## src/rtl/ssp_pkg.sv

```systemverilog
// package for the synchronous slave serial port: register map, fields, resets
package ssp_pkg;
  localparam int unsigned ADDR_W = 6;
  localparam logic [ADDR_W-1:0] OFF_TX_CTRL = 6'h00;
  localparam logic [ADDR_W-1:0] OFF_RX_CTRL = 6'h04;
  localparam logic [ADDR_W-1:0] OFF_TX_HOLD = 6'h08;
  localparam logic [ADDR_W-1:0] OFF_RX_BUF = 6'h0C;
  localparam logic [ADDR_W-1:0] OFF_IRQ_STAT = 6'h10;
  localparam logic [ADDR_W-1:0] OFF_IRQ_EN = 6'h14;
  localparam logic [ADDR_W-1:0] OFF_IRQ_CLR = 6'h18;
  // tx_status_ctrl fields
  localparam int unsigned TXC_NINTH_BIT = 0;
  localparam int unsigned TXC_SHIFT_EMPTY = 1;
  localparam int unsigned TXC_SYNC_SEL = 4;
  localparam int unsigned TXC_TX_EN = 5;
  localparam int unsigned TXC_NINE_EN = 6;
  localparam int unsigned TXC_CLK_SRC = 7;
  // rx_status_ctrl fields
  localparam int unsigned RXC_NINTH_BIT = 0;
  localparam int unsigned RXC_OVERRUN = 1;
  localparam int unsigned RXC_CONT_EN = 4;
  localparam int unsigned RXC_SINGLE_EN = 5;
  localparam int unsigned RXC_NINE_EN = 6;
  localparam int unsigned RXC_PORT_EN = 7;
  // interrupt bits
  localparam int unsigned IRQ_TX_READY = 0;
  localparam int unsigned IRQ_RX_FULL = 1;
  localparam int unsigned IRQ_W = 2;
  localparam logic [7:0] TX_CTRL_RST = 8'h02;
  localparam logic [7:0] RX_CTRL_RST = 8'h00;
  localparam logic [1:0] RESP_OKAY = 2'h0;
  localparam logic [1:0] RESP_SLVERR = 2'h2;
  localparam int unsigned SYNC_STAGES = 2;
endpackage : ssp_pkg

```

## src/rtl/ssp_pin_sync.sv

```systemverilog
// two-stage synchroniser with edge detection for pins from outside the clock
`timescale 1ns/1ps
module ssp_pin_sync #(
  parameter int unsigned WIDTH = 2
) (
  input wire logic ref_clk_i,
  input wire logic rst_b_i,
  input wire logic [WIDTH-1:0] pin_i,
  output logic [WIDTH-1:0] level_o,
  output logic [WIDTH-1:0] rise_o
);
  typedef struct packed {
    logic [WIDTH-1:0] meta;
    logic [WIDTH-1:0] sync;
    logic [WIDTH-1:0] prev;
  } ssp_sync_t;
  ssp_sync_t s_q;
  ssp_sync_t s_d;
  always_comb begin
    s_d = s_q;
    s_d.meta = pin_i;
    s_d.sync = s_q.meta;
    s_d.prev = s_q.sync;
  end
  always_ff @(posedge ref_clk_i or negedge rst_b_i) begin
    if (!rst_b_i) begin
      s_q <= '0;
    end else begin
      s_q <= s_d;
    end
  end
  assign level_o = s_q.sync;
  assign rise_o = s_q.sync & ~s_q.prev;
endmodule : ssp_pin_sync

```

## src/rtl/ssp_core.sv

```systemverilog
// synchronous slave serial port with axi4-lite registers and interrupt
//
// Overview of operation
// - slave transmit and receive behave as master mode apart from sleep behaviour.
// - first written word moves to tx_shift_reg at once, shifts on external clocks.
// - second word waits in holding register, flag clear, until first word finishes.
// - tx_ready_flag rise with tx_irq_en raises the wake interrupt output.
// - clearing port_enable or tx_enable aborts transmit and resets its logic.
// - single_rx_en has no effect on reception in slave mode.
// - continuous receive accepts a word, moves it to buffer, sets rx_full_flag.
// - rx_full_flag with rx_irq_en raises the wake interrupt output.
// - status supplies ninth bit and errors; read status then 8-bit buffer.
// - clearing continuous_rx_en clears the reception error condition.
// - clearing port_enable or continuous_rx_en aborts reception and resets it.
// - slave mode is chosen by clearing clock_source_sel, bit 7 of tx control.
`timescale 1ns/1ps
module ssp_core (
  input wire logic ref_clk_i,
  input wire logic rst_b_i,
  input wire logic [ssp_pkg::ADDR_W-1:0] s_axi_awaddr,
  input wire logic s_axi_awvalid,
  output logic s_axi_awready,
  input wire logic [31:0] s_axi_wdata,
  input wire logic [3:0] s_axi_wstrb,
  input wire logic s_axi_wvalid,
  output logic s_axi_wready,
  output logic [1:0] s_axi_bresp,
  output logic s_axi_bvalid,
  input wire logic s_axi_bready,
  input wire logic [ssp_pkg::ADDR_W-1:0] s_axi_araddr,
  input wire logic s_axi_arvalid,
  output logic s_axi_arready,
  output logic [31:0] s_axi_rdata,
  output logic [1:0] s_axi_rresp,
  output logic s_axi_rvalid,
  input wire logic s_axi_rready,
  input wire logic shift_clock_pin_i,
  input wire logic data_pin_i,
  output logic data_pin_o,
  output logic data_pin_oe_o,
  output logic irq_o
);
  import ssp_pkg::*;

  typedef struct packed {
    logic [7:0] tx_ctrl;
    logic [7:0] rx_ctrl;
    logic [7:0] tx_holding_reg;
    logic hold_full;
    logic hold_ninth;
    logic [8:0] tx_shift_reg;
    logic [3:0] tx_cnt;
    logic tx_busy;
    logic [8:0] rx_shift_reg;
    logic [3:0] rx_cnt;
    logic [7:0] rx_buffer_reg;
    logic rx_ninth;
    logic rx_full;
    logic overrun;
    logic tx_irq_st;
    logic rx_irq_st;
    logic [IRQ_W-1:0] irq_en;
    logic data_out;
    logic aw_got;
    logic [ADDR_W-1:0] aw_addr;
    logic w_got;
    logic [31:0] w_data;
    logic [3:0] w_strb;
    logic bvalid;
    logic [1:0] bresp;
    logic rvalid;
    logic [31:0] rdata;
    logic [1:0] rresp;
  } ssp_state_t;

  ssp_state_t q;
  ssp_state_t d;

  logic [1:0] pin_level;
  logic [1:0] pin_rise;
  logic clk_rise;
  logic clk_fall;
  logic clk_prev_q;

  // shift clock and data pin cross into the core clock before anything sees them
  ssp_pin_sync #(.WIDTH(2)) u_sync (
    .ref_clk_i(ref_clk_i),
    .rst_b_i(rst_b_i),
    .pin_i({data_pin_i, shift_clock_pin_i}),
    .level_o(pin_level),
    .rise_o(pin_rise)
  );

  always_ff @(posedge ref_clk_i or negedge rst_b_i) begin
    if (!rst_b_i) begin
      clk_prev_q <= 1'b0;
    end else begin
      clk_prev_q <= pin_level[0];
    end
  end
  // both edges come from the synchronised level, so one cycle never shows both
  assign clk_rise = pin_rise[0];
  assign clk_fall = clk_prev_q & ~pin_level[0];

  logic port_en;
  logic slave_mode;
  logic tx_run;
  logic rx_run;
  logic nine_tx;
  logic nine_rx;
  logic [3:0] tx_bits;
  logic [3:0] rx_bits;
  logic tx_done;
  logic rx_done;
  logic tx_load;
  logic rx_land;
  logic rd_buf;
  logic wr_fire;
  logic rd_fire;
  logic [31:0] wmask;
  logic [31:0] wval;
  logic [7:0] rd_byte;
  logic rd_ok;
  logic wr_ok;

  always_comb begin
    port_en = q.tx_ctrl[TXC_SYNC_SEL] & q.rx_ctrl[RXC_PORT_EN];
    slave_mode = ~q.tx_ctrl[TXC_CLK_SRC];
    tx_run = port_en & slave_mode & q.tx_ctrl[TXC_TX_EN];
    // single_rx_en deliberately not a term here
    rx_run = port_en & slave_mode & q.rx_ctrl[RXC_CONT_EN];
    nine_tx = q.tx_ctrl[TXC_NINE_EN];
    nine_rx = q.rx_ctrl[RXC_NINE_EN];
    tx_bits = nine_tx ? 4'h9 : 4'h8;
    rx_bits = nine_rx ? 4'h9 : 4'h8;
    // the fall after the last bit ends the word, so a full frame needs no extra clock
    tx_done = q.tx_busy & clk_fall & ((q.tx_cnt + 4'h1) == tx_bits);
    rx_done = rx_run & clk_rise & ((q.rx_cnt + 4'h1) == rx_bits);
    // a word written with port_en set but before tx_enable waits and starts on the first enabled cycle
    tx_load = q.hold_full & ~q.tx_busy & tx_run;
    // a word that finds the buffer still full is dropped and flagged as overrun
    rx_land = rx_done & ~q.rx_full;
    wr_fire = (q.aw_got | s_axi_awvalid) & (q.w_got | s_axi_wvalid)
      & ~q.bvalid;
    rd_fire = s_axi_arvalid & ~q.rvalid;
    rd_buf = rd_fire & (s_axi_araddr == OFF_RX_BUF);
    for (int i = 0; i < 4; i++) begin
      wmask[i*8 +: 8] = {8{(q.w_got ? q.w_strb[i] : s_axi_wstrb[i])}};
    end
    wval = q.w_got ? q.w_data : s_axi_wdata;
  end

  always_comb begin
    logic [ADDR_W-1:0] wa;
    logic [7:0] wb;
    d = q;
    wa = q.aw_got ? q.aw_addr : s_axi_awaddr;
    wb = wval[7:0];
    wr_ok = 1'b1;
    rd_ok = 1'b1;
    rd_byte = 8'h00;

    // axi write channel capture, either order
    // nothing is captured while a response waits, as the ready outputs say
    if (s_axi_awvalid && !q.aw_got && !q.bvalid && !wr_fire) begin
      d.aw_got = 1'b1;
      d.aw_addr = s_axi_awaddr;
    end
    if (s_axi_wvalid && !q.w_got && !q.bvalid && !wr_fire) begin
      d.w_got = 1'b1;
      d.w_data = s_axi_wdata;
      d.w_strb = s_axi_wstrb;
    end
    if (q.bvalid && s_axi_bready) begin
      d.bvalid = 1'b0;
    end
    if (q.rvalid && s_axi_rready) begin
      d.rvalid = 1'b0;
    end

    // transmit: load shift register from holding register when idle
    if (tx_load) begin
      d.tx_shift_reg = {q.hold_ninth, q.tx_holding_reg};
      d.tx_busy = 1'b1;
      d.tx_cnt = 4'h0;
      d.hold_full = 1'b0;
      d.tx_irq_st = 1'b1;
      d.data_out = q.tx_holding_reg[0];
    end else if (q.tx_busy && clk_fall) begin
      // data changes on the falling shift clock edge, like master mode
      if (tx_done) begin
        d.tx_busy = 1'b0;
      end else begin
        // bit 0 went out at load, so each fall presents the next bit
        d.data_out = q.tx_shift_reg[1];
        d.tx_shift_reg = {1'b0, q.tx_shift_reg[8:1]};
        d.tx_cnt = q.tx_cnt + 4'h1;
      end
    end
    if (!tx_run) begin
      d.tx_busy = 1'b0;
      d.tx_cnt = 4'h0;
      d.data_out = 1'b0;
    end

    // receive: sample data on the rising shift clock edge
    if (rx_run && clk_rise) begin
      d.rx_shift_reg = {pin_level[1], q.rx_shift_reg[8:1]};
      d.rx_cnt = q.rx_cnt + 4'h1;
      if (rx_done) begin
        d.rx_cnt = 4'h0;
        if (!rx_land) begin
          d.overrun = 1'b1;
        end else begin
          d.rx_buffer_reg = nine_rx ? q.rx_shift_reg[8:1]
            : {pin_level[1], q.rx_shift_reg[8:2]};
          d.rx_ninth = nine_rx ? pin_level[1] : 1'b0;
          d.rx_full = 1'b1;
          d.rx_irq_st = 1'b1;
        end
      end
    end
    // a cut frame leaves no partial bits behind for the next word
    if (!rx_run) begin
      d.rx_cnt = 4'h0;
      d.rx_shift_reg = '0;
    end
    if (!q.rx_ctrl[RXC_CONT_EN]) begin
      d.overrun = 1'b0;
    end

    // register write
    if (wr_fire) begin
      d.aw_got = 1'b0;
      d.w_got = 1'b0;
      d.bvalid = 1'b1;
      unique case (wa)
        OFF_TX_CTRL: begin
          if (wmask[0]) begin
            d.tx_ctrl = {wb[7:2], q.tx_ctrl[TXC_SHIFT_EMPTY], wb[0]};
          end
        end
        OFF_RX_CTRL: begin
          if (wmask[0]) begin
            d.rx_ctrl = {wb[7:4], 4'h0};
          end
        end
        OFF_TX_HOLD: begin
          if (wmask[0]) begin
            d.tx_holding_reg = wb;
            d.hold_full = 1'b1;
            d.hold_ninth = q.tx_ctrl[TXC_NINTH_BIT];
            // a pending word means the holding register is not empty any more
            d.tx_irq_st = 1'b0;
          end
        end
        OFF_IRQ_EN: begin
          if (wmask[0]) begin
            d.irq_en = wb[IRQ_W-1:0];
          end
        end
        OFF_IRQ_CLR: begin
          // a status event in the same cycle wins over the clear
          if (wmask[0] && wb[IRQ_TX_READY] && !tx_load) begin
            d.tx_irq_st = 1'b0;
          end
          if (wmask[0] && wb[IRQ_RX_FULL] && !rx_land) begin
            d.rx_irq_st = 1'b0;
          end
        end
        OFF_RX_BUF: begin
          wr_ok = 1'b0;
        end
        OFF_IRQ_STAT: begin
          wr_ok = 1'b0;
        end
        default: begin
          wr_ok = 1'b0;
        end
      endcase
      d.bresp = wr_ok ? RESP_OKAY : RESP_SLVERR;
    end

    // register read
    if (rd_fire) begin
      unique case (s_axi_araddr)
        OFF_TX_CTRL: rd_byte = {q.tx_ctrl[7:2], ~q.tx_busy & ~q.hold_full, q.tx_ctrl[0]};
        OFF_RX_CTRL: rd_byte = {q.rx_ctrl[7:4], 2'h0, q.overrun, q.rx_ninth};
        OFF_TX_HOLD: rd_byte = q.tx_holding_reg;
        OFF_RX_BUF: rd_byte = q.rx_buffer_reg;
        OFF_IRQ_STAT: rd_byte = {6'h00, q.rx_irq_st, q.tx_irq_st};
        OFF_IRQ_EN: rd_byte = {6'h00, q.irq_en};
        OFF_IRQ_CLR: rd_byte = 8'h00;
        default: rd_ok = 1'b0;
      endcase
      // reading the buffer empties it
      if (rd_buf) begin
        d.rx_full = d.rx_full & ~q.rx_full;
        if (!rx_land) begin
          d.rx_irq_st = 1'b0;
        end
      end
      d.rvalid = 1'b1;
      d.rdata = {24'h000000, rd_byte};
      d.rresp = rd_ok ? RESP_OKAY : RESP_SLVERR;
    end

    // losing port_en clears a pending holding word too, so the restart is clean
    if (!port_en) begin
      d.hold_full = q.hold_full & tx_run;
    end
  end

  always_ff @(posedge ref_clk_i or negedge rst_b_i) begin
    if (!rst_b_i) begin
      q <= '0;
      q.tx_ctrl <= TX_CTRL_RST;
      q.rx_ctrl <= RX_CTRL_RST;
    end else begin
      q <= d;
    end
  end

  assign s_axi_awready = ~q.aw_got & ~q.bvalid;
  assign s_axi_wready = ~q.w_got & ~q.bvalid;
  assign s_axi_bvalid = q.bvalid;
  assign s_axi_bresp = q.bresp;
  assign s_axi_arready = ~q.rvalid;
  assign s_axi_rvalid = q.rvalid;
  assign s_axi_rdata = q.rdata;
  assign s_axi_rresp = q.rresp;
  assign data_pin_o = q.data_out;
  assign data_pin_oe_o = tx_run;
  // status bits are sticky; the level output follows enabled bits that are set
  assign irq_o = (q.irq_en[IRQ_TX_READY] & q.tx_irq_st)
    | (q.irq_en[IRQ_RX_FULL] & q.rx_irq_st);
endmodule : ssp_core

```

## config.mk

```make
export PLATFORM = sky130hd
export DESIGN_NAME = ssp_core
export DESIGN_NICKNAME = d
export VERILOG_FILES = /design/src/rtl/ssp_pkg.sv /design/src/rtl/ssp_pin_sync.sv /design/src/rtl/ssp_core.sv
export SDC_FILE = /design/constraint.sdc
export NUM_CORES = 1
export LEC_CHECK = 0
export BUFFER_PORTS_ARGS = -buffer_cell sky130_fd_sc_hd__buf_2
export CORE_MARGIN = 2
export CORE_UTILIZATION = 35
export DETAILED_ROUTE_END_ITERATION = 7
export PLACE_DENSITY_LB_ADDON = 0.15
export SETUP_SLACK_MARGIN = 0.2
export SLEW_MARGIN = 10
export SYNTH_ARGS = -nofsm -noshare
export SYNTH_HDL_FRONTEND = slang
export SYNTH_HIERARCHICAL = 1
export SYNTH_SLANG_ARGS = --single-unit
export TNS_END_PERCENT = 1
```

## constraint.sdc

```tcl
create_clock -name ref_clk_i -period 2.7 [get_ports ref_clk_i]
set_input_delay 0.54 -clock ref_clk_i [delete_from_list [all_inputs] [get_ports ref_clk_i]]
set_output_delay 0.54 -clock ref_clk_i [all_outputs]
set_load 0.005 [all_outputs]
```

# After elaboration in Yosys (flattened, before gate mapping)

Index checks and enable logic that the tools add are counted.

Register bits after elaboration: 128
Input bits: 57
Output and inout bits: 44

$add $sub $neg: 2
Eq/ne operators: 20
Mux-type cells: 59
Bitwise operators: 37
Reductions and logical operators: 38

Operator list:

| kind                  | number |
|---|---|
| $pmux W8 S6           | 1 |
| $mux W37              | 1 |
| $mux W35              | 1 |
| $mux W1               | 34 |
| $eq A6 B5 Y1 const B  | 5 |
| $mux W14              | 2 |
| $mux W13              | 2 |
| $and A1 B1 Y1         | 24 |
| $mux W24              | 1 |
| $eq A6 B4 Y1 const B  | 3 |
| $reduce_and A3 Y1     | 6 |
| $mux W8               | 2 |
| $mux W15              | 1 |
| $logic_and A1 B1 Y1   | 14 |
| $mux W2               | 7 |
| $eq A6 B3 Y1 const B  | 2 |
| $logic_not A6 Y1      | 2 |
| $mux W10              | 1 |
| $not A1 Y1            | 10 |
| $reduce_bool A2 Y1    | 5 |
| $add A4 B1 Y4 const B | 2 |
| $eq A4 B4 Y1          | 2 |
| $ne A2 B1 Y1 const B  | 4 |
| $mux W7               | 1 |
| other kinds (13)      | 23 |

# Logic depth before layout (Yosys ltp)

Gate-level depths: netlist of run 1.

Word-level depth: 15
Mapped depth: 7
Mapped depth without buffers: 6

# Modules after synthesis

The synthesis of run 1 kept the hierarchy.

By module, submodules not included:

| module       | instances | cells an instance | area each (um2) | sequential area each (um2) |
|---|---|---|---|---|
| ssp_core     | 1         | 407               | 4725.8          | 2302.2 |
| ssp_pin_sync | 1         | 10                | 192.7           | 150.1 |

# Least setup slack after synthesis of run 1

OpenSTA, ideal clock, no wires.

Path type: flip-flop to flip-flop
Start point: register q[98] (netlist bit)
End point: register q[90] (netlist bit)
Library setup time: 0.125 ns
Arrival: 1.788 ns
Data required time: 2.575 ns
Setup slack: 0.787 ns
Cell stages (with the launch flop): 8
Path buffers: 1
Path through: dfrtp_1 ha_1 xor2_1 nor3_1 nand3_1 nor2_1 buf_4 mux2_2

Cells in the longest elaborated chain, start to end: 5

RTL lines:

| item                                 | line            | text |
|---|---|---|
| start: declaration                   | ssp_core.sv:76  | `ssp_state_t q;` |
| $add A4 B1 Y4 *                      | ssp_core.sv:138 | `rx_done = rx_run & clk_rise & ((q.rx_cnt + 4'h1) == rx_bits);` |
| $eq A4 B4 Y1 *                       | ssp_core.sv:138 |  |
| $and A1 B1 Y1 *                      | ssp_core.sv:138 |  |
| $and A1 B1 Y1                        | ssp_core.sv:142 | `rx_land = rx_done & ~q.rx_full;` |
| $reduce_and A3 Y1 (no source line) * | --              |  |

Mark *: on every way between the ends. The rest lies on a longest branch, timed or not.
A chain may end at the register's enable or synchronous reset.

# Final worst setup path of run 1

Start point: register q[81] (netlist bit)
End point: register q[145] (netlist bit)

Cells in the longest elaborated chain, start to end: 4
Elaborated cells on any way between the ends: 6
Classes of those cells: mux (1); bitwise (3); reduce/logical (2)

RTL lines:

| item                                 | line            | text |
|---|---|---|
| $or A1 B1 Y1                         | ssp_core.sv:143 | `wr_fire = (q.aw_got \| s_axi_awvalid) & (q.w_got \| s_axi_wvalid)` |
| $and A1 B1 Y1                        | ssp_core.sv:143 |  |
| $and A1 B1 Y1                        | ssp_core.sv:144 | `& ~q.bvalid;` |
| $reduce_and A3 Y1 (no source line) * | --              |  |

Marks and branches as above.

==> impl_results.md, run 1 <==
* Status: finished clean
* H-tree Lvls at 3
* Final net count at 512
* Commonest cells after routing, fill and taps aside: dfrtp_1, mux2_2, buf_2
* Clock sinks at 97
* CTS Hold Bufs at 0
* Slew margin rel. at 55.8%
* Worst-path cell chain: mux2i_1 -> nand2_2 -> nor4_4 -> nor2b_1 -> buf_4 -> mux2_2
* Drt pass-1 iters at 4
* Setup-failing EPs final at 0
* Vias per inst at 4.89
* CTS buffer count at 9
* Crit-path max cell delay at 720 ps
* Max_cap viols at 0
* Overflow after GRT at 0
* Avg WL per Cell at 16.0 microns
* Leakage power at 2.62 nW
* Via count at 3117
* Layout cells sized above 1 at 33.0%
* Core Footprint at 13800 sq um
* Clock Tree Buf Depth at 2
* Worst vdd ir at 0.000406 V
* Final period utilization at 83.9%
* # fillers at 1380
* Slowest cell on the critical path: dfrtp_1
* Critical path buffers and inverters at 1
* Crit path max-delay family: flip-flops
* Global-route wire length before repair at 16900 microns
* Post-DRT Antenna Nets at 0
* Setup Fix Bufs, Post-CTS at 0
* Worst Max-Slew Pin Slew at 654 ps
* Setup crit start kind: flop
* PwrDens at 802 nW/um^2
* Cell area after synthesis at 4880 sq um
* Most common cell after layout, fill and taps aside: dfrtp_1
* Initial antenna violation count at 0
* Clk slew on worst S/H paths at 60 ps
* Number of global-route vias before repair at 3155
* Levels on crit path at 6
* Final hold vios at 0
* Post-Place Cells at 622
* Data arrival time of the worst path at 2490 ps
* RSZ-0062 raised after global routing: no
* Die W at 122 microns
* Largest net degree at the start of global routing at 42
* Global-route usage over all layers at 15.1%
* Cells after Synth at 415
* Smallest hold slack at 182 ps
* Post-Layout Cell Count at 637
* Post-cts gate resize count at 0
* Port Buffers at 47
* Final core utilization at 39.6%
* Routability cong. at 0.738
* Drt drc at 0
* Crit Path Max Fanout at 16
* HPWL Detailed at 7380 microns
* Setup TNS at 0 ps
* Max Transition Viols Final at 0
* Worst setup margin at 434 ps
* Reg2Reg Depth at 6
* TritonCTS clock tree: done
* Synth Area per Inst at 11.8 sq um
* Full die area at 14900 sq um
* Fin Clk Skew at 7.33 ps
* Row cnt at 43
* Starting DRT DRC Count at 138
* ANT cells at 0
* Vert. Die Dim at 122 microns
* Routed wire length at 10200 microns
* Place WS at 435 ps
* Min-delay worst type: in2async
* Starting density of the core at 35.4%
* Setup crit end kind: flop
* Top-level I/O count at 101
* Critical path required time at 2930 ps
* Setup CP Type: reg2reg
* Achievable clock frequency at 441 MHz
* P&R area growth vs syn at 11.8%
* Clk_lat worst skew at 350 ps
* Fin crit period at 2270 ps
* Syn. warnings at 6
* Clock root buffer: clkbuf_16
## per-layer routing
layer  vias to the layer above  wire, microns  track usage [%]
li1                       1478              -                -
met1                      1551           4950             21.2
met2                        79           4710             23.0
met3                         9            394             3.14
met4                         0            144             5.60
met5                         -              0                0
## worst reg2reg max path, delay by kind of cell, from the launching register on
kind / cells / cell delay [ps]
buf+inv: 1 / 190
flops: 1 / 720
mux: 2 / 670
simple gates: 3 / 560
## worst paths after layout
path / startpoint / end / slack [ps]
setup / recovery: q[81] / q[145] / 430
min in group ref_clk_i: shift_clock_pin_i / u_sync/s_d[2] / 300
setup reg to reg: q[81] / q[145] / 430
hold reg to reg: u_sync/s_d[2] / u_sync/level_o[0] / 350
max in group asynchronous: rst_b_i / q[124] / 1810
hold / removal: rst_b_i / q[99] / 180
## report_power, final
part           switching (mW)  internal [mW]
sequential              0.277           1.73
combinational           0.448          0.546
clock                   0.540          0.832
total                    1.26           3.11
## flip-flops by register name, indices dropped and copies added (netlist names)
signal and flops:
nine_rx 1, u_sync/s_q 1, q 76, data_pin_o 1, nine_tx 1, s_axi_bvalid 1, s_axi_rdata 8, s_axi_bresp 1
clk_prev_q 1, u_sync/level_o 2, u_sync/s_d 2, s_axi_rresp 1, s_axi_rvalid 1
## layout make-up
type | count | area, sq um | area share, %
clock buffers | 12 | 246 | 4.52
clock inverters | 3 | 65.1 | 1.19
flip-flops and latches | 97 | 2430 | 44.5
inverters | 5 | 18.8 | 0.344
repair buffers | 57 | 313 | 5.73
multi-input cells | 283 | 2160 | 39.6
well taps | 180 | 225 | 4.13
## through the flow
stage | area (sq um) | power [mW]
3_3_place_gp | 5140 | 3.02
5_1_grt | 5460 | 4.63
3_5_place_dp | 5140 | 3.05
2_1_floorplan | 4970 | 2.77
4_1_cts | 5460 | 4.44
6_report | 5460 | 4.37
No activity file was read; power rests on OpenSTA's default activity.
==> inputs of run 2 (changes only) <==
- clock period: 2.7 -> 2.04 ns (I/O delays scaled with it)
==> impl_results.md, run 2 (synthesis gave the netlist of run 1 again) <==
* Status: finished clean
* Max_cap viols at 0 (unchanged)
* Row cnt at 43 (unchanged)
* Smallest hold slack at 35.3 ps (-147 ps)
* Max reg flops at 76 (unchanged)
* Final period utilization at 91.3% (+7.4 points)
* Starting DRT DRC Count at 117 (-15%)
* Worst vdd ir at 0.000616 V (+51%)
* Full die area at 14900 sq um (unchanged)
* Routed wire length at 10300 microns (+1.1%)
* Largest net degree at the start of global routing at 36 (-14%)
* Final core utilization at 41.8% (+2.2 points)
* Setup CP Type: reg2reg
* Area occupied by multi-input gates at 2260 sq um (+4.8%)
* Fin Clk Skew at 4.79 ps (-2.54 ps)
* PwrDens at 1020 nW/um^2 (+27%)
* Final net count at 536 (+4.7%)
* Overflow after GRT at 0 (unchanged)
* H-tree Lvls at 3 (unchanged)
* Drt pass-1 iters at 4 (unchanged)
* GR Util met2 at 22.9% (-0.10 points)
* Achievable clock frequency at 537 MHz (+22%)
* Starting density of the core at 35.4% (unchanged)
* Max Transition Viols Final at 0 (unchanged)
* Global-route usage over all layers at 15.0% (-0.052 points)
* P&R area growth vs syn at 18.0%
* Initial antenna violation count at 0 (unchanged)
* RSZ-0062 raised after global routing: yes
* Finished Cell Area at 5760 sq um (+5.6%)
* Vert. Die Dim at 122 microns (unchanged)
* Die W at 122 microns (unchanged)
* Commonest cells after routing, fill and taps aside: dfrtp_1, buf_2, mux2_2
* Slew margin rel. at 66.1% (+10 points)
* # fillers at 1334 (-3.3%)
* Clock sinks at 97 (unchanged)
* GRT busiest layer: met2
* Avg WL per Cell at 15.6 microns (-2.7%)
* Critical path required time at 2270 ps (-660 ps)
* Layout cells sized above 1 at 39.4% (+6.4 points)
* DP Area at 5280 sq um (+2.7%)
* Port Buffers at 47 (unchanged)
* GR Util met3 at 4.03% (+0.89 points)
* Fin crit period at 1860 ps (-403 ps)
* Setup TNS at 0 ps (unchanged)
* HPWL Detailed at 7400 microns (+0.30%)
* Setup crit start kind: flop
* CTS buffer count at 9 (unchanged)
* Register area at 2430 sq um (+0.10%)
* Post-Place Cells at 636 (+2.3%)
* Via count at 3152 (+1.1%)
* Global-route wire length before repair at 17100 microns (+0.73%)
* Min-delay worst type: in2async
* ANT cells at 0 (unchanged)
* Slowest cell on the critical path: dfrtp_2
* Most common cell after layout, fill and taps aside: dfrtp_1
* Clk slew on worst S/H paths at 60 ps (about the same)
* CTS Hold Bufs at 0 (unchanged)
* Clock root buffer: clkbuf_16
* Top reg by flops: q
* TritonCTS clock tree: done
* Crit Path Max Fanout at 7 (-9)
* Worst-path cell chain: mux2_4 -> nor4_4 -> nor2b_2 -> buf_6 -> mux2_4
* Post-Layout Cell Count at 662 (+3.9%)
* Drt drc at 0 (unchanged)
* Post-DRT Antenna Nets at 0 (unchanged)
* Setup crit end kind: flop
* Routability cong. at 0.750 (+1.7%)
* Core Footprint at 13800 sq um (unchanged)
* Top cell by count, worst path: mux2_4
* Data arrival time of the worst path at 2090 ps (-400 ps)
* Worst Max-Slew Pin Slew at 508 ps (-145 ps)
* Clock Tree Buf Depth at 2 (unchanged)
* Leakage power at 2.76 nW (+5.5%)
* Clk_lat worst skew at 340 ps (about the same)
* Vias per inst at 4.76 (-2.7%)
* Setup-failing EPs final at 0 (unchanged)
* Number of global-route vias before repair at 3164 (+0.29%)
* Final hold vios at 0 (unchanged)
* Met1 usage at 21.2% (+0.069 points)
* Top-level I/O count at 101 (unchanged)
* Crit-path max cell delay at 470 ps (-250 ps)
==> run 2: cell types whose count changed in the layout (fill, tap and decap cells not counted), sizes merged <==
cell    before  now
clkbuf      12   14
buf         57   81
clkinv       1    2
bufinv       2    0
==> run 2: cell type report <==
cell class | instances | share of cell area (%)
inverters | 5 | 0.326
clock inverters | 2 | 0.174
flip-flops and latches | 97 | 42.2
well taps | 180 | 3.91
repair buffers | 81 | 9.19
clock buffers | 14 | 4.93
multi-input cells | 283 | 39.3
==> run 2: path summary, 6_finish.rpt <==
| kind | depth (start not counted) | slack, ps | endpoint | startpoint |
|---|---|---|---|---|
| worst min-delay path | 1 | 40 | q[99] | rst_b_i |
| worst max-delay path | 5 | 180 | q[150] | q[81] |
| worst max register to register | 5 | 180 | q[150] | q[81] |
| max in group asynchronous | 2 | 1430 | q[145] | rst_b_i |
| worst min register to register | 0 | 350 | u_sync/level_o[1] | u_sync/s_d[3] |
| min in group ref_clk_i | 1 | 170 | u_sync/s_d[2] | shift_clock_pin_i |
==> run 2: metrics by stage <==
stage	setup WS, ps	power, mW
final	177	5.85
after global routing	123	6.21
after CTS	165	5.88
after detailed placement	44.9	4.13
after global placement	62.7	4.09
after floorplan	199	3.67
==> run 2: routing by layer <==
metal  up-vias  part of all wire [%]
li1       1533                     -
met5         -                     0
met1      1535                    48
met3         8                   4.6
met2        76                    46
met4         0                   1.0
==> run 2: what timing repair did <==
item / 4_1_cts / 5_1_grt
buffers inserted: 9 / 1
gates resized for setup: 17 / 14
setup endpoints to repair: 42 / 41
pin swaps: 7 / 4
==> run 2: critical path, delay by kind of cell (launching register included) <==
family | cells | cell delay (ps)
buffers and inverters | 1 | 170
DFF | 1 | 470
muxes | 2 | 640
and+or+nand+nor | 2 | 470
==> run 2: power by group <==
group / leakage (nW) / total [mW] / switching (mW) / internal [mW]
clock: 0.149 / 1.67 / 0.713 / 0.958
sequential: 1.29 / 2.61 / 0.307 / 2.30
combinational: 1.32 / 1.57 / 0.694 / 0.879
total: 2.76 / 5.85 / 1.71 / 4.13
==> inputs of run 3 (changes only) <==
--- a/config.mk
+++ b/config.mk
@@ -12,2 +12,3 @@
 export PLACE_DENSITY_LB_ADDON = 0.15
+export REMOVE_ABC_BUFFERS = 1
 export SETUP_SLACK_MARGIN = 0.2
@@ -16,3 +17,2 @@
 export SYNTH_HDL_FRONTEND = slang
-export SYNTH_HIERARCHICAL = 1
 export SYNTH_SLANG_ARGS = --single-unit
==> constraint.sdc (replaced) <==
create_clock -name ref_clk_i -period 2.04 [get_ports ref_clk_i]
set_input_delay 0.204 -clock ref_clk_i [delete_from_list [all_inputs] [get_ports ref_clk_i]]
set_output_delay 0.204 -clock ref_clk_i [all_outputs]
set_load 0.005 [all_outputs]
==> impl_results.md, run 3 <==
* Most common cell after layout, fill and taps aside: dfrtp_1
* Top cell type's share of synthesized area at 51.2%
* Failing checks: negative setup slack
* Vert. Die Dim at 120 microns (-1.8%)
* Drt pass-1 iters at 4 (unchanged)
* Port Buffers at 47 (unchanged)
* Register area at 2400 sq um (-1.1%)
* Layout cells sized above 1 at 35.6% (-3.8 points)
* Max_cap viols at 0 (unchanged)
* Routability cong. at 0.786 (+4.8%)
* Clock Tree Buf Depth at 2 (unchanged)
* # fillers at 1273 (-4.6%)
* Setup crit start kind: flop
* Drt drc at 0 (unchanged)
* Met3 wire len at 409 microns (-14%)
* Full die area at 14400 sq um (-3.6%)
* H-tree Lvls at 3 (unchanged)
* Setup crit end kind: flop
* Commonest cells after routing, fill and taps aside: dfrtp_1, buf_2, mux2_2
* Fin Clk Skew at 7.43 ps (+2.64 ps)
* Smallest hold slack at 49.9 ps (+14.6 ps)
* Post-synth top cells: dfrtp_1, mux2_2, buf_4, nor2_1, nand2_1
* Core Footprint at 13200 sq um (-4.2%)
* Sequential fraction of the synthesis area at 51.2%
* Largest net degree at the start of global routing at 49 (+36%)
* Die W at 120 microns (-1.8%)
* Most used DFF post-synth: dfrtp_1
* Routed wire length at 10300 microns (+0.41%)
* Row cnt at 42 (-2.3%)
* Worst setup margin at -13.7 ps (-191 ps)
* TritonCTS clock tree: done
* Largest area contributor in the netlist: dfrtp_1
* Clk slew on worst S/H paths at 60 ps (about the same)
* Max Transition Viols Final at 0 (unchanged)
* Global-route usage over all layers at 15.6% (+0.52 points)
* Overflow after GRT at 0 (unchanged)
* ANT cells at 0 (unchanged)
* Max reg flops at 76 (unchanged)
* Critical path required time at 2270 ps (about the same)
* Cell area after synthesis at 4700 sq um (-3.8%)
* Post-Layout Cell Count at 651 (-1.7%)
* Place WS at -154 ps (-199 ps)
* Final period utilization at 101% (+9.4 points)
* RSZ-0062 raised after global routing: yes
* Number of distinct library cells after synthesis at 49
* Post-Place Cells at 625 (-1.7%)
* Initial antenna violation count at 0 (unchanged)
* Leakage power at 2.71 nW (-1.9%)
* Met2 WL at 4740 microns (-0.75%)
* Final hold vios at 0 (unchanged)
* Via count at 3176 (+0.76%)
* Reg2Reg Depth at 6 (+1)
* Top reg by flops: q
* Clk_lat worst skew at 340 ps (about the same)
* Global-route wire length before repair at 17300 microns (+1.4%)
* Setup-failing EPs final at 7 (+7)
* Vias per inst at 4.88 (+2.5%)
* Syn. warnings at 0 (-6)
* Achievable clock frequency at 487 MHz (-9.3%)
* Avg WL per Cell at 15.9 microns (+2.1%)
* Synth Area per Inst at 11.7 sq um (-0.90%)
* Hold path depth at 2
* Status: complete, but fails checks
* Yosys reg bits at 96
* Final net count at 529 (-1.3%)
* PwrDens at 1010 nW/um^2 (-0.60%)
* Most common cell in the synthesized netlist: dfrtp_1
* Area occupied by multi-input gates at 2180 sq um (-3.8%)
* Data arrival time of the worst path at 2280 ps (+190 ps)
* Number of global-route vias before repair at 3176 (+0.38%)
* Ranking of synthesized cells by area: dfrtp_1, mux2_2, buf_4
* Worst reg2reg setup slack at -10 ps (-190 ps)
* Async set-reset flop share out of synthesis at 100%
* Min-delay worst type: in2reg
* Top-level I/O count at 101 (unchanged)
* Worst vdd ir at 0.000662 V (+7.5%)
* Starting density of the core at 35.6% (+0.17 points)
* Final core utilization at 43.0% (+1.2 points)
* Fin crit period at 2050 ps (+191 ps)
* HPWL Detailed at 7400 microns (-0.11%)
* CTS buffer count at 9 (unchanged)
* Number of synthesized flops with an enable pin at 0
* Crit Path Max Fanout at 6 (-1)
* Met1 WL at 5030 microns (+1.8%)
* Starting DRT DRC Count at 161 (+38%)
* Post-DRT Antenna Nets at 0 (unchanged)
* Setup CP Type: reg2reg
* Clock root buffer: clkbuf_16
* Cells after Synth at 403 (-2.9%)
* P&R area growth vs syn at 20.8%
* Clock sinks at 96 (-1.0%)
* Top layer in use: met4
[run 3: cell count changes in the layout (fill, tap and decap cells not counted), sizes merged, moves of 3 or more]
| cell | delta |
|---|---|
| dlygate4sd3 | +3 |
| nand3 | -5 |
| mux2 | -16 |
| inv | +3 |
| mux2i | -3 |
| nand2 | -5 |
| a22o | +11 |
[run 3: metrics by stage]
stage | total power [mW] | cell area [sq um] | setup TNS (ps)
6_report | 5.73 | 5670 | -64.7
5_1_grt | 6.07 | 5670 | -761
4_1_cts | 5.72 | 5610 | -405
3_5_place_dp | 4.00 | 5150 | -2080
3_3_place_gp | 3.96 | 5150 | -1640
2_1_floorplan | 3.40 | 4460 | -15100
[run 3: final cells by class]
class	count	share of cell area, %
multi-input cells	273	38.4
clock buffers	12	4.34
clock inverters	4	0.353
flip-flops and latches	96	42.3
inverters	8	0.529
repair buffers	82	10.2
well taps	176	3.88
[run 3: path summary, 6_finish.rpt]
kind / start / to
max: q[81] / q[129]
min: s_axi_rready / s_axi_rvalid
max reg2reg: q[81] / q[129]
min reg2reg: u_sync.s_d[2] / u_sync.level_o[0]
max in group asynchronous: rst_b_i / q[81]
min in group asynchronous: rst_b_i / s_axi_rresp[1]
[run 3: kinds of logic after synthesis]
logic type / count (synthesis) / share of synthesized area [%]
adder cells (fa/ha/maj): 2 / 0.533
buffers and inverters: 59 / 7.67
other: 1 / 0.0799
XOR/XNOR: 8 / 1.49
flip-flops: 96 / 51.2
AND/OR/NAND/NOR: 98 / 10.6
multiplexers: 68 / 17.7
AO/OA/AOI/OAI: 71 / 10.8
[run 3: power breakdown]
part           leakage [nW]  internal [mW]  switching (mW)
sequential             1.28           2.26           0.286
clock                 0.136          0.853           0.708
combinational          1.29          0.930           0.692
total                  2.71           4.04            1.69
[run 3: worst max-delay path, cell delays in order (launching register included)]
cell and delay, ps:
dfrtp_1 400, or3b_4 410, a211oi_4 240, nand4_1 160, or2_4 300, buf_12 150, mux2_4 290
[run 3: what timing repair did]
| item | in CTS | in global routing |
|---|---|---|
| endpoints found under the setup margin | 43 | 46 |
| hold buffers | 3 | 0 |
| cloned | 1 | 0 |
| hold endpoints to repair | 32 | 0 |
| buffers inserted | 5 | 1 |
| gates resized for setup | 25 | 12 |
| pin swaps | 8 | 9 |
[run 3: metal layers]
layer,up-vias,GRT usage (%)
li1,1515,-
met1,1576,21.9
met2,73,23.8
met3,12,3.09
met4,0,5.96
met5,-,0
